**src/include/flash_wp_regs.vh**
```
`ifndef FLASH_WP_REGS_VH
`define FLASH_WP_REGS_VH
// status word bit positions
`define SR_BUSY_BIT      0
`define SR_WEL_BIT       1
`define SR_BP0_BIT       2
`define SR_BP1_BIT       3
`define SR_BP2_BIT       4
`define SR_TB_BIT        5
`define SR_RSVD_BIT      6
`define SR_LOCK_BIT      7
`define SR_RESET_VALUE   8'h00
`define SR_WRITE_MASK    8'hBC
// instruction codes
`define OP_WRITE_ENABLE  8'h06
`define OP_WRITE_DISABLE 8'h04
`define OP_READ_STATUS   8'h05
`define OP_WRITE_STATUS  8'h01
`define OP_PAGE_PROGRAM  8'h02
`define OP_SECTOR_ERASE  8'h20
`define OP_BLOCK_ERASE   8'hD8
`define OP_CHIP_ERASE_A  8'hC7
`define OP_CHIP_ERASE_B  8'h60
`define OP_POWER_DOWN    8'hB9
`define OP_RELEASE_PD    8'hAB
// density codes
`define DENS_1M          2'h0
`define DENS_2M          2'h1
`define DENS_4M          2'h2
`define DENS_8M          2'h3
// timing, in microseconds, and cycles at 50 MHz
`define CLK_MHZ          50
`define TPUW_US          1000
`define TPUW_CYCLES      (`TPUW_US * `CLK_MHZ)
`define TW_US            1000
`define TW_CYCLES        (`TW_US * `CLK_MHZ)
`define TPP_US           2000
`define TPP_CYCLES       (`TPP_US * `CLK_MHZ)
`define TERASE_US        4000
`define TERASE_CYCLES    (`TERASE_US * `CLK_MHZ)
`endif

```
**src/hdl/serial_flash_write_protect.v**
```verilog
`timescale 1ns/1ps
`include "flash_wp_regs.vh"

// Notes on behaviour
// - during power-on reset nothing runs and no instruction is taken
// - after reset, write-class instructions rejected for the power-up write delay
// - after power-up the write enable latch reads 0
// - write-class instructions need the write enable latch set first
// - latch clears at power-up and after disable, program, erase, status write
// - in power-down only the release instruction is obeyed
// - busy flag at status bit 0 reads 1 during program, erase, status write
// - while busy only read status is obeyed
// - busy clears when the internal cycle ends
// - latch shown at status bit 1, set by write enable
// - protect range bits at 4:2, non-volatile, written only by status write
// - range and end-select bits held while lock is 1 and protect pin low
// - end-select 0 protects from top, 1 from bottom
// - status bit 6 reads 0
// - lock bit at 7, default 0; then protect pin has no effect
// - lock 1: status write refused while protect pin low, taken when high
// - protected 64KB blocks read-only; 8M codes 1..4 give 1/16..1/2
// - code 0 protects nothing; 1M and 2M ignore the top protect bit
// - write-class instruction ended mid-byte is dropped
// - write disable code clears the latch
// - read status code returns the status word on the output
module serial_flash_write_protect #(
   parameter [1:0]  DENSITY       = `DENS_8M,
   parameter [31:0] TPUW_CYCLES   = `TPUW_CYCLES,
   parameter [31:0] TW_CYCLES     = `TW_CYCLES,
   parameter [31:0] TPP_CYCLES    = `TPP_CYCLES,
   parameter [31:0] TERASE_CYCLES = `TERASE_CYCLES
) (
   input  wire       clk_sys,
   input  wire       rst_n,
   input  wire       spi_cs_n,
   input  wire       spi_clk,
   input  wire       spi_di,
   input  wire       wp_n,
   output reg        spi_do,
   output reg        spi_do_oe_n,
   output reg  [7:0] flash_status_word,
   output reg        array_write_pulse,
   output reg  [23:0] array_write_addr
);
   ////////////////////////////////////////////////////////////////////////
   // pin synchronisers
   reg [1:0] cs_s_reg, ck_s_reg, di_s_reg, wp_s_reg;
   reg       ck_d_reg;
   always @(posedge clk_sys) begin
      cs_s_reg <= {cs_s_reg[0], spi_cs_n};
      ck_s_reg <= {ck_s_reg[0], spi_clk};
      di_s_reg <= {di_s_reg[0], spi_di};
      wp_s_reg <= {wp_s_reg[0], wp_n};
      ck_d_reg <= ck_s_reg[1];
   end
   wire cs_n    = cs_s_reg[1];
   wire ck_rise = ck_s_reg[1] & ~ck_d_reg & ~cs_n;
   wire ck_fall = ~ck_s_reg[1] & ck_d_reg & ~cs_n;
   wire wp_pin  = wp_s_reg[1];

   ////////////////////////////////////////////////////////////////////////
   // protection decode
   function prot_hit;
      input [1:0]  dens;
      input        tb;
      input [2:0]  bp;
      input [23:0] addr;
      reg   [3:0]  blk;
      reg   [3:0]  nblk;
      reg   [3:0]  top;
      begin
         blk  = addr[19:16];
         top  = 4'h0;
         nblk = 4'h0;
         case (dens)
            `DENS_8M: begin
               top = 4'hF;
               case (bp)
                  3'h0: nblk = 4'h0;
                  3'h1: nblk = 4'h1;
                  3'h2: nblk = 4'h2;
                  3'h3: nblk = 4'h4;
                  3'h4: nblk = 4'h8;
                  default: nblk = 4'hF;
               endcase
            end
            `DENS_4M: begin
               top = 4'h7;
               blk = {1'b0, addr[18:16]};
               if (bp[2]) nblk = 4'h8;
               else nblk = (bp[1:0] == 2'h3) ? 4'h4 : {2'b00, bp[1:0]};
            end
            `DENS_2M: begin
               top = 4'h3;
               blk = {2'b00, addr[17:16]};
               nblk = (bp[1:0] == 2'h3) ? 4'h4 : {2'b00, bp[1:0]};
            end
            default: begin
               top = 4'h1;
               blk = {3'b000, addr[16]};
               nblk = bp[1] ? 4'h2 : {3'b000, bp[0]};
            end
         endcase
         if (nblk == 4'h0) prot_hit = 1'b0;
         else if (nblk > top || nblk == 4'hF) prot_hit = 1'b1;
         else if (tb) prot_hit = (blk < nblk);
         else prot_hit = (blk > (top - nblk));
      end
   endfunction

   ////////////////////////////////////////////////////////////////////////
   // state
   localparam [1:0] ST_PUW = 2'h0, ST_IDLE = 2'h1, ST_BUSY = 2'h2, ST_PD = 2'h3;
   reg [1:0]  state_reg, state_next;
   reg [31:0] cnt_reg, cnt_next;
   reg        wel_reg, wel_next;
   reg [7:0]  sh_reg;
   reg [5:0]  bits_reg;
   reg [7:0]  op_reg;
   reg [23:0] addr_reg;
   reg [7:0]  data_reg;
   reg        cs_d_reg;
   reg [7:0]  out_reg;
   reg        st_wr;
   reg [7:0]  st_wdata;
   reg        pend_wr_reg;
   reg [7:0]  pend_data_reg;
   reg        arr_pend_reg;
   wire [7:0] nv_bits;

   status_store u_store (
      .clk_sys (clk_sys),
      .wr_en   (st_wr),
      .wr_data (st_wdata),
      .rd_data (nv_bits)
   );

   wire       busy    = (state_reg == ST_BUSY);
   wire [7:0] sr_view = {nv_bits[7], 1'b0, nv_bits[5:2], wel_reg, busy};
   wire       cs_end  = cs_n & ~cs_d_reg;
   wire       whole   = (bits_reg[2:0] == 3'h0);
   wire [7:0] byte_in = {sh_reg[6:0], di_s_reg[1]};
   wire       locked  = nv_bits[`SR_LOCK_BIT] & ~wp_pin;
   wire       hit     = prot_hit(DENSITY, nv_bits[`SR_TB_BIT], nv_bits[4:2], addr_reg);
   // an empty frame must not replay the previous opcode
   wire       is_cmd  = (state_reg == ST_IDLE) & cs_end & whole & (bits_reg != 6'h00);

   ////////////////////////////////////////////////////////////////////////
   // serial shifter, clocked by sampled edges
   always @(posedge clk_sys) begin
      if (!rst_n) begin
         sh_reg   <= 8'h00;
         bits_reg <= 6'h00;
         op_reg   <= 8'h00;
         addr_reg <= 24'h000000;
         data_reg <= 8'h00;
         cs_d_reg <= 1'b1;
         out_reg  <= 8'h00;
         spi_do   <= 1'b0;
         spi_do_oe_n <= 1'b1;
      end else begin
         cs_d_reg <= cs_n;
         if (cs_n) begin
            bits_reg    <= 6'h00;
            spi_do_oe_n <= 1'b1;
         end else if (ck_rise) begin
            sh_reg <= byte_in;
            if (bits_reg != 6'h3F) bits_reg <= bits_reg + 6'h01;
            if (bits_reg == 6'h07) op_reg <= byte_in;
            if (bits_reg == 6'h0F) data_reg <= byte_in;
            if (bits_reg >= 6'h08 && bits_reg < 6'h20) addr_reg <= {addr_reg[22:0], di_s_reg[1]};
         end else if (ck_fall && op_reg == `OP_READ_STATUS && bits_reg >= 6'h08
                      && bits_reg[2:0] == 3'h0 && state_reg != ST_PD && state_reg != ST_PUW) begin
            spi_do      <= sr_view[7];
            out_reg     <= {sr_view[6:0], sr_view[7]};
            spi_do_oe_n <= 1'b0;
         end else if (ck_fall && op_reg == `OP_READ_STATUS && bits_reg >= 6'h08
                      && state_reg != ST_PD && state_reg != ST_PUW) begin
            spi_do  <= out_reg[7];
            out_reg <= {out_reg[6:0], out_reg[7]};
         end
      end
   end

   ////////////////////////////////////////////////////////////////////////
   // instruction execution
   always @* begin
      state_next = state_reg;
      cnt_next   = (cnt_reg != 32'h0) ? cnt_reg - 32'h1 : cnt_reg;
      wel_next   = wel_reg;
      st_wr      = 1'b0;
      st_wdata   = nv_bits;
      case (state_reg)
         ST_PUW: begin
            wel_next = 1'b0;
            if (cnt_reg == 32'h0) state_next = ST_IDLE;
         end
         ST_IDLE: begin
            if (is_cmd) begin
               case (op_reg)
                  `OP_WRITE_ENABLE: wel_next = 1'b1;
                  `OP_WRITE_DISABLE: wel_next = 1'b0;
                  `OP_POWER_DOWN: state_next = ST_PD;
                  `OP_WRITE_STATUS: if (wel_reg && bits_reg == 6'h10) begin
                     wel_next = 1'b0;
                     if (!locked) begin
                        state_next = ST_BUSY;
                        cnt_next   = TW_CYCLES;
                     end
                  end
                  `OP_PAGE_PROGRAM, `OP_SECTOR_ERASE, `OP_BLOCK_ERASE:
                     if (wel_reg && bits_reg >= 6'h20) begin
                        wel_next = 1'b0;
                        if (!hit) begin
                           state_next = ST_BUSY;
                           cnt_next = (op_reg == `OP_PAGE_PROGRAM) ? TPP_CYCLES
                                                                   : TERASE_CYCLES;
                        end
                     end
                  `OP_CHIP_ERASE_A, `OP_CHIP_ERASE_B: if (wel_reg) begin
                     wel_next = 1'b0;
                     if (nv_bits[4:2] == 3'h0 || (DENSITY <= `DENS_2M
                         && nv_bits[3:2] == 2'h0)) begin
                        state_next = ST_BUSY;
                        cnt_next   = TERASE_CYCLES;
                     end
                  end
                  default: state_next = ST_IDLE;
               endcase
            end
         end
         ST_BUSY: begin
            if (cnt_reg == 32'h0) begin
               state_next = ST_IDLE;
               if (pend_wr_reg) begin
                  st_wr    = 1'b1;
                  st_wdata = pend_data_reg & `SR_WRITE_MASK;
               end
            end
         end
         ST_PD: begin
            if (cs_end && op_reg == `OP_RELEASE_PD && bits_reg >= 6'h08) state_next = ST_IDLE;
         end
         default: state_next = ST_IDLE;
      endcase
   end

   always @(posedge clk_sys) begin
      if (!rst_n) begin
         state_reg         <= ST_PUW;
         cnt_reg           <= TPUW_CYCLES;
         wel_reg           <= 1'b0;
         pend_wr_reg       <= 1'b0;
         pend_data_reg     <= 8'h00;
         arr_pend_reg      <= 1'b0;
         array_write_pulse <= 1'b0;
         array_write_addr  <= 24'h000000;
         flash_status_word <= `SR_RESET_VALUE;
      end else begin
         state_reg         <= state_next;
         cnt_reg           <= cnt_next;
         wel_reg           <= wel_next;
         flash_status_word <= sr_view;
         array_write_pulse <= 1'b0;
         if (state_reg == ST_IDLE && state_next == ST_BUSY) begin
            pend_wr_reg   <= (op_reg == `OP_WRITE_STATUS);
            pend_data_reg <= data_reg;
            arr_pend_reg  <= (op_reg != `OP_WRITE_STATUS);
            array_write_addr <= addr_reg;
         end else if (state_reg == ST_BUSY && state_next == ST_IDLE) begin
            pend_wr_reg       <= 1'b0;
            arr_pend_reg      <= 1'b0;
            array_write_pulse <= arr_pend_reg;
         end
      end
   end
endmodule // serial_flash_write_protect

```
**src/hdl/status_store.v**
```verilog
`timescale 1ns/1ps
// small non-volatile status cell model: registered read of stored fields
module status_store (
   input  wire       clk_sys,
   input  wire       wr_en,
   input  wire [7:0] wr_data,
   output reg  [7:0] rd_data
);
   reg [7:0] cell_reg;

   // no reset: contents survive, factory value set once at start
   initial cell_reg = 8'h00;

   always @(posedge clk_sys) begin
      if (wr_en) begin
         cell_reg <= wr_data;
      end
      rd_data <= wr_en ? wr_data : cell_reg;
   end
endmodule // status_store

```
**config.mk**
```make
export PLATFORM = sky130hd
export DESIGN_NAME = serial_flash_write_protect
export DESIGN_NICKNAME = d
export VERILOG_FILES = /design/src/hdl/serial_flash_write_protect.v /design/src/hdl/status_store.v
export VERILOG_INCLUDE_DIRS = /design/src /design/src/include
export SDC_FILE = /design/constraint.sdc
export NUM_CORES = 1
export LEC_CHECK = 0
export ABC_CLOCK_PERIOD_IN_PS = 3300
export BUFFER_PORTS_ARGS = -buffer_cell sky130_fd_sc_hd__buf_4
export CORE_ASPECT_RATIO = 0.9
export CORE_UTILIZATION = 55
export CTS_CLUSTER_DIAMETER = 150
export CTS_CLUSTER_SIZE = 14
export DETAILED_ROUTE_END_ITERATION = 12
export PLACE_DENSITY = 0.79
export RECOVER_POWER = 100
export REMOVE_ABC_BUFFERS = 1
export SETUP_SLACK_MARGIN = 0.1
export SYNTH_ARGS = -nofsm -noshare
export SYNTH_HDL_FRONTEND = slang
export SYNTH_SLANG_ARGS = --single-unit
```
**constraint.sdc**
```tcl
create_clock -name clk_sys -period 3.3 [get_ports clk_sys]
set_input_delay 0.33 -clock clk_sys [delete_from_list [all_inputs] [get_ports clk_sys]]
set_output_delay 0.33 -clock clk_sys [all_outputs]
set_load 0.1 [all_outputs]
```
==> metrics <==
commonest register cell after synthesis dfxtp_1; final setup fails 0; setup ws final 0.274 ns; post-route cell area 0.00733 mm^2; Mean Syn Cell Area 8.72 um^2; GRT overflow 0; DR vias/cell 5.62; TritonCTS clock tree built; CTS sink cnt 148; first-pass GRT wire length 23.4 mm; Clock Tree Buf Depth 2; synth-to-layout area growth 13.7%; Ant. Diodes 0; Rel. slew slack -0.0551; Reg2Reg Capture Point cnt_reg[2]$_SDFF_PN0_; WL/cell 14.8 um; WP data required 3.65 ns; synth cell count leaders nand2_1, dfxtp_1, nor2_1; Worst-Skew Late Latency 0.43 ns; RR Startpoint u_store.cell_reg[3]$_DFFE_PP_; skew final 0.0100 ns; cell repeated most along the worst path nand2_1; crit-path cells or2_2 -> nand2_1 -> nand2_1 -> ha_1 -> nor4bb_1 -> nor3_1 -> o21ai_0 -> a41oi_1 -> o21ai_2 -> buf_4 -> nor2_1; slowest stage delay, CP 0.53 ns; most numerous cell in the Yosys netlist nand2_1; cts bufs inserted 17; Synth async-reset ratio 0; die height 105 um; CP endpoint kind flip-flop; flop2flop setup slack 0.27 ns; Final min period 3.03 ns; DRT Pass-1 Iters 5; Synth area leader dfxtp_1; GP Congestion 0.934; Max-Cap Viols 1; Critical-path top delay cell a41oi_1; synthesized flop and latch total 148; number of non-filler instances in the completed layout 946; DP HPWL 9.60 mm; placed instance area 0.00688 mm^2; Synth top area share 0.444; Hold Path End di_s_reg[1]$_DFF_P_; post-route ant nets 0; kind of critical path reg2reg; Cell Rows 37; worst slack at placement 0.129 ns; top post-synthesis cells by area dfxtp_1, nand2_1, mux2i_1; hold_ws 0.327 ns; HP Start di_s_reg[0]$_DFF_P_; Die ar. 0.0122 mm^2; fmax 330 MHz; EDFF count, synth 5; postcts setup bufs 0; antenna violations before repair 0; CP startpoint kind flip-flop; RSZ-0062 raised after global routing true; final worst path period share 0.917; CTS root buf clkbuf_16; register area share after synthesis 0.467; WHS Path Cells 0; starting density of the core 0.564; WL final 14.0 mm; Final Slew Violations 6; CP Buf/Inv Count 1; Worst EP arrival 3.38 ns; Cells after DPL 910; Leakage 2.62 nW; htree depth 4; failing checks max-capacitance violations, max-slew violations; vias in the first global route 4978; Pwr Density 526 mW/mm^2; Clk pin slew, worst setup/hold paths 0.06 ns; CP delay by family, top simple AND/OR/NAND/NOR gates; post-layout net count 795; Hold Path Class reg2reg; Port Buffer Count 39; CP max FO 9; length in cells of the worst reg-to-reg path 11; max FFs per register 32; vias 5320; Synth Warn # 0; Horiz. Die Dim 116 um; final hold vios 0; Netlist cell types 63; core region area 0.0114 mm^2; pin count of the biggest net entering global routing 52; Remaining DRCs 0; Netlist Area Pre-Place 0.00644 mm^2; Cells after Synth 739; share of cells above drive strength 1 0.0785; status finished with violations; detailed router's first-iteration violation count 392; Core Util, Final 0.641; VDD IR max 0.000453 V; Tot GR Track Use 0.249; Ports 41; actual slew at the worst max-slew pin 1.56 ns
[kinds of logic (layout without fill, tap and decap cells)]
kind of cell | Yosys count | in the layout | share of synthesized area
AO/OA/AOI/OAI | 98 | 98 | 0.0992
XOR/XNOR | 29 | 29 | 0.0394
adder cells (fa/ha/maj) | 12 | 12 | 0.0233
buffers and inverters | 52 | 103 | 0.0349
flip-flops | 148 | 148 | 0.467
multiplexers | 45 | 45 | 0.0699
other | 1 | 1 | 0.000582
AND/OR/NAND/NOR | 354 | 354 | 0.265
[repair_timing]
item,CTS,global route
hold endpoints to repair,4,0
resized for setup,0,4
hold buffers,4,0
setup endpoints to repair,0,55
[how the worst max path moves through the flow]
stage                                           end                           from  depth (start not counted)  slack (ns)
after global routing          cnt_reg[2]$_SDFF_PN0_  u_store.cell_reg[3]$_DFFE_PP_                         11        0.04
after floorplan           arr_pend_reg$_SDFFE_PN0P_  u_store.cell_reg[3]$_DFFE_PP_                         10       -0.99
after detailed placement      cnt_reg[2]$_SDFF_PN0_  u_store.cell_reg[4]$_DFFE_PP_                          9        0.13
after CTS                     cnt_reg[2]$_SDFF_PN0_  u_store.cell_reg[4]$_DFFE_PP_                          9        0.13
after global placement        cnt_reg[0]$_SDFF_PN0_  u_store.cell_reg[4]$_DFFE_PP_                          9        0.35
final                         cnt_reg[2]$_SDFF_PN0_  u_store.cell_reg[3]$_DFFE_PP_                         11        0.27
[layout make-up]
cell class	count	area (um^2)
clock buffer	18	450
timing repair buffer	58	302
inverter	13	48.8
fill	1010	4110
clock inverter	14	123
multi-input combinational	539	3200
tap	156	195
sequential	148	3010
[stage by stage]
stage | TNS, ns | power [mW]
after floorplan | -30.24 | 1.99
after global placement | 0 | 2.04
after detailed placement | 0 | 2.05
after CTS | 0 | 3.89
after global routing | 0 | 4.00
final | 0 | 3.85
[worst register-to-register path, delay by kind of cell (launching register included)]
family	cells	cell delay [ns]
AND/OR/NAND/NOR	6	1.03
AO/OA/AOI/OAI	3	0.90
flip-flops	1	0.50
adder cells (fa/ha/maj)	1	0.31
buffers and inverters	1	0.21
[metal layers]
layer / wire length (um) / track usage / vias to the layer above
met1: 6210 / 0.308 / 2507
met3: 835 / 0.0806 / 25
li1: - / - / 2639
met2: 6670 / 0.396 / 149
met4: 286 / 0.101 / 0
met5: 0 / 0 / -
[layout by cell type, fill, tap and decap left out, drive strengths merged, types with 9 or more instances in the layout]
| cell | count |
|---|---|
| nand2 | 157 |
| dfxtp | 143 |
| nor2 | 75 |
| clkbuf | 63 |
| mux2i | 45 |
| a21oi | 43 |
| nor3 | 21 |
| xor2 | 19 |
| inv | 18 |
| nand3 | 17 |
| nor4 | 12 |
| ha | 12 |
| o21ai | 12 |
| xnor2 | 10 |
| buf | 9 |
| or4 | 9 |
[power by group]
| part | internal (mW) | switching (mW) | leakage (nW) |
|---|---|---|---|
| registers | 1.82 | 0.0189 | 1.19 |
| clock network | 1.09 | 0.758 | 0.290 |
| logic | 0.0475 | 0.126 | 1.14 |
(Power assumes the default switching activity.)
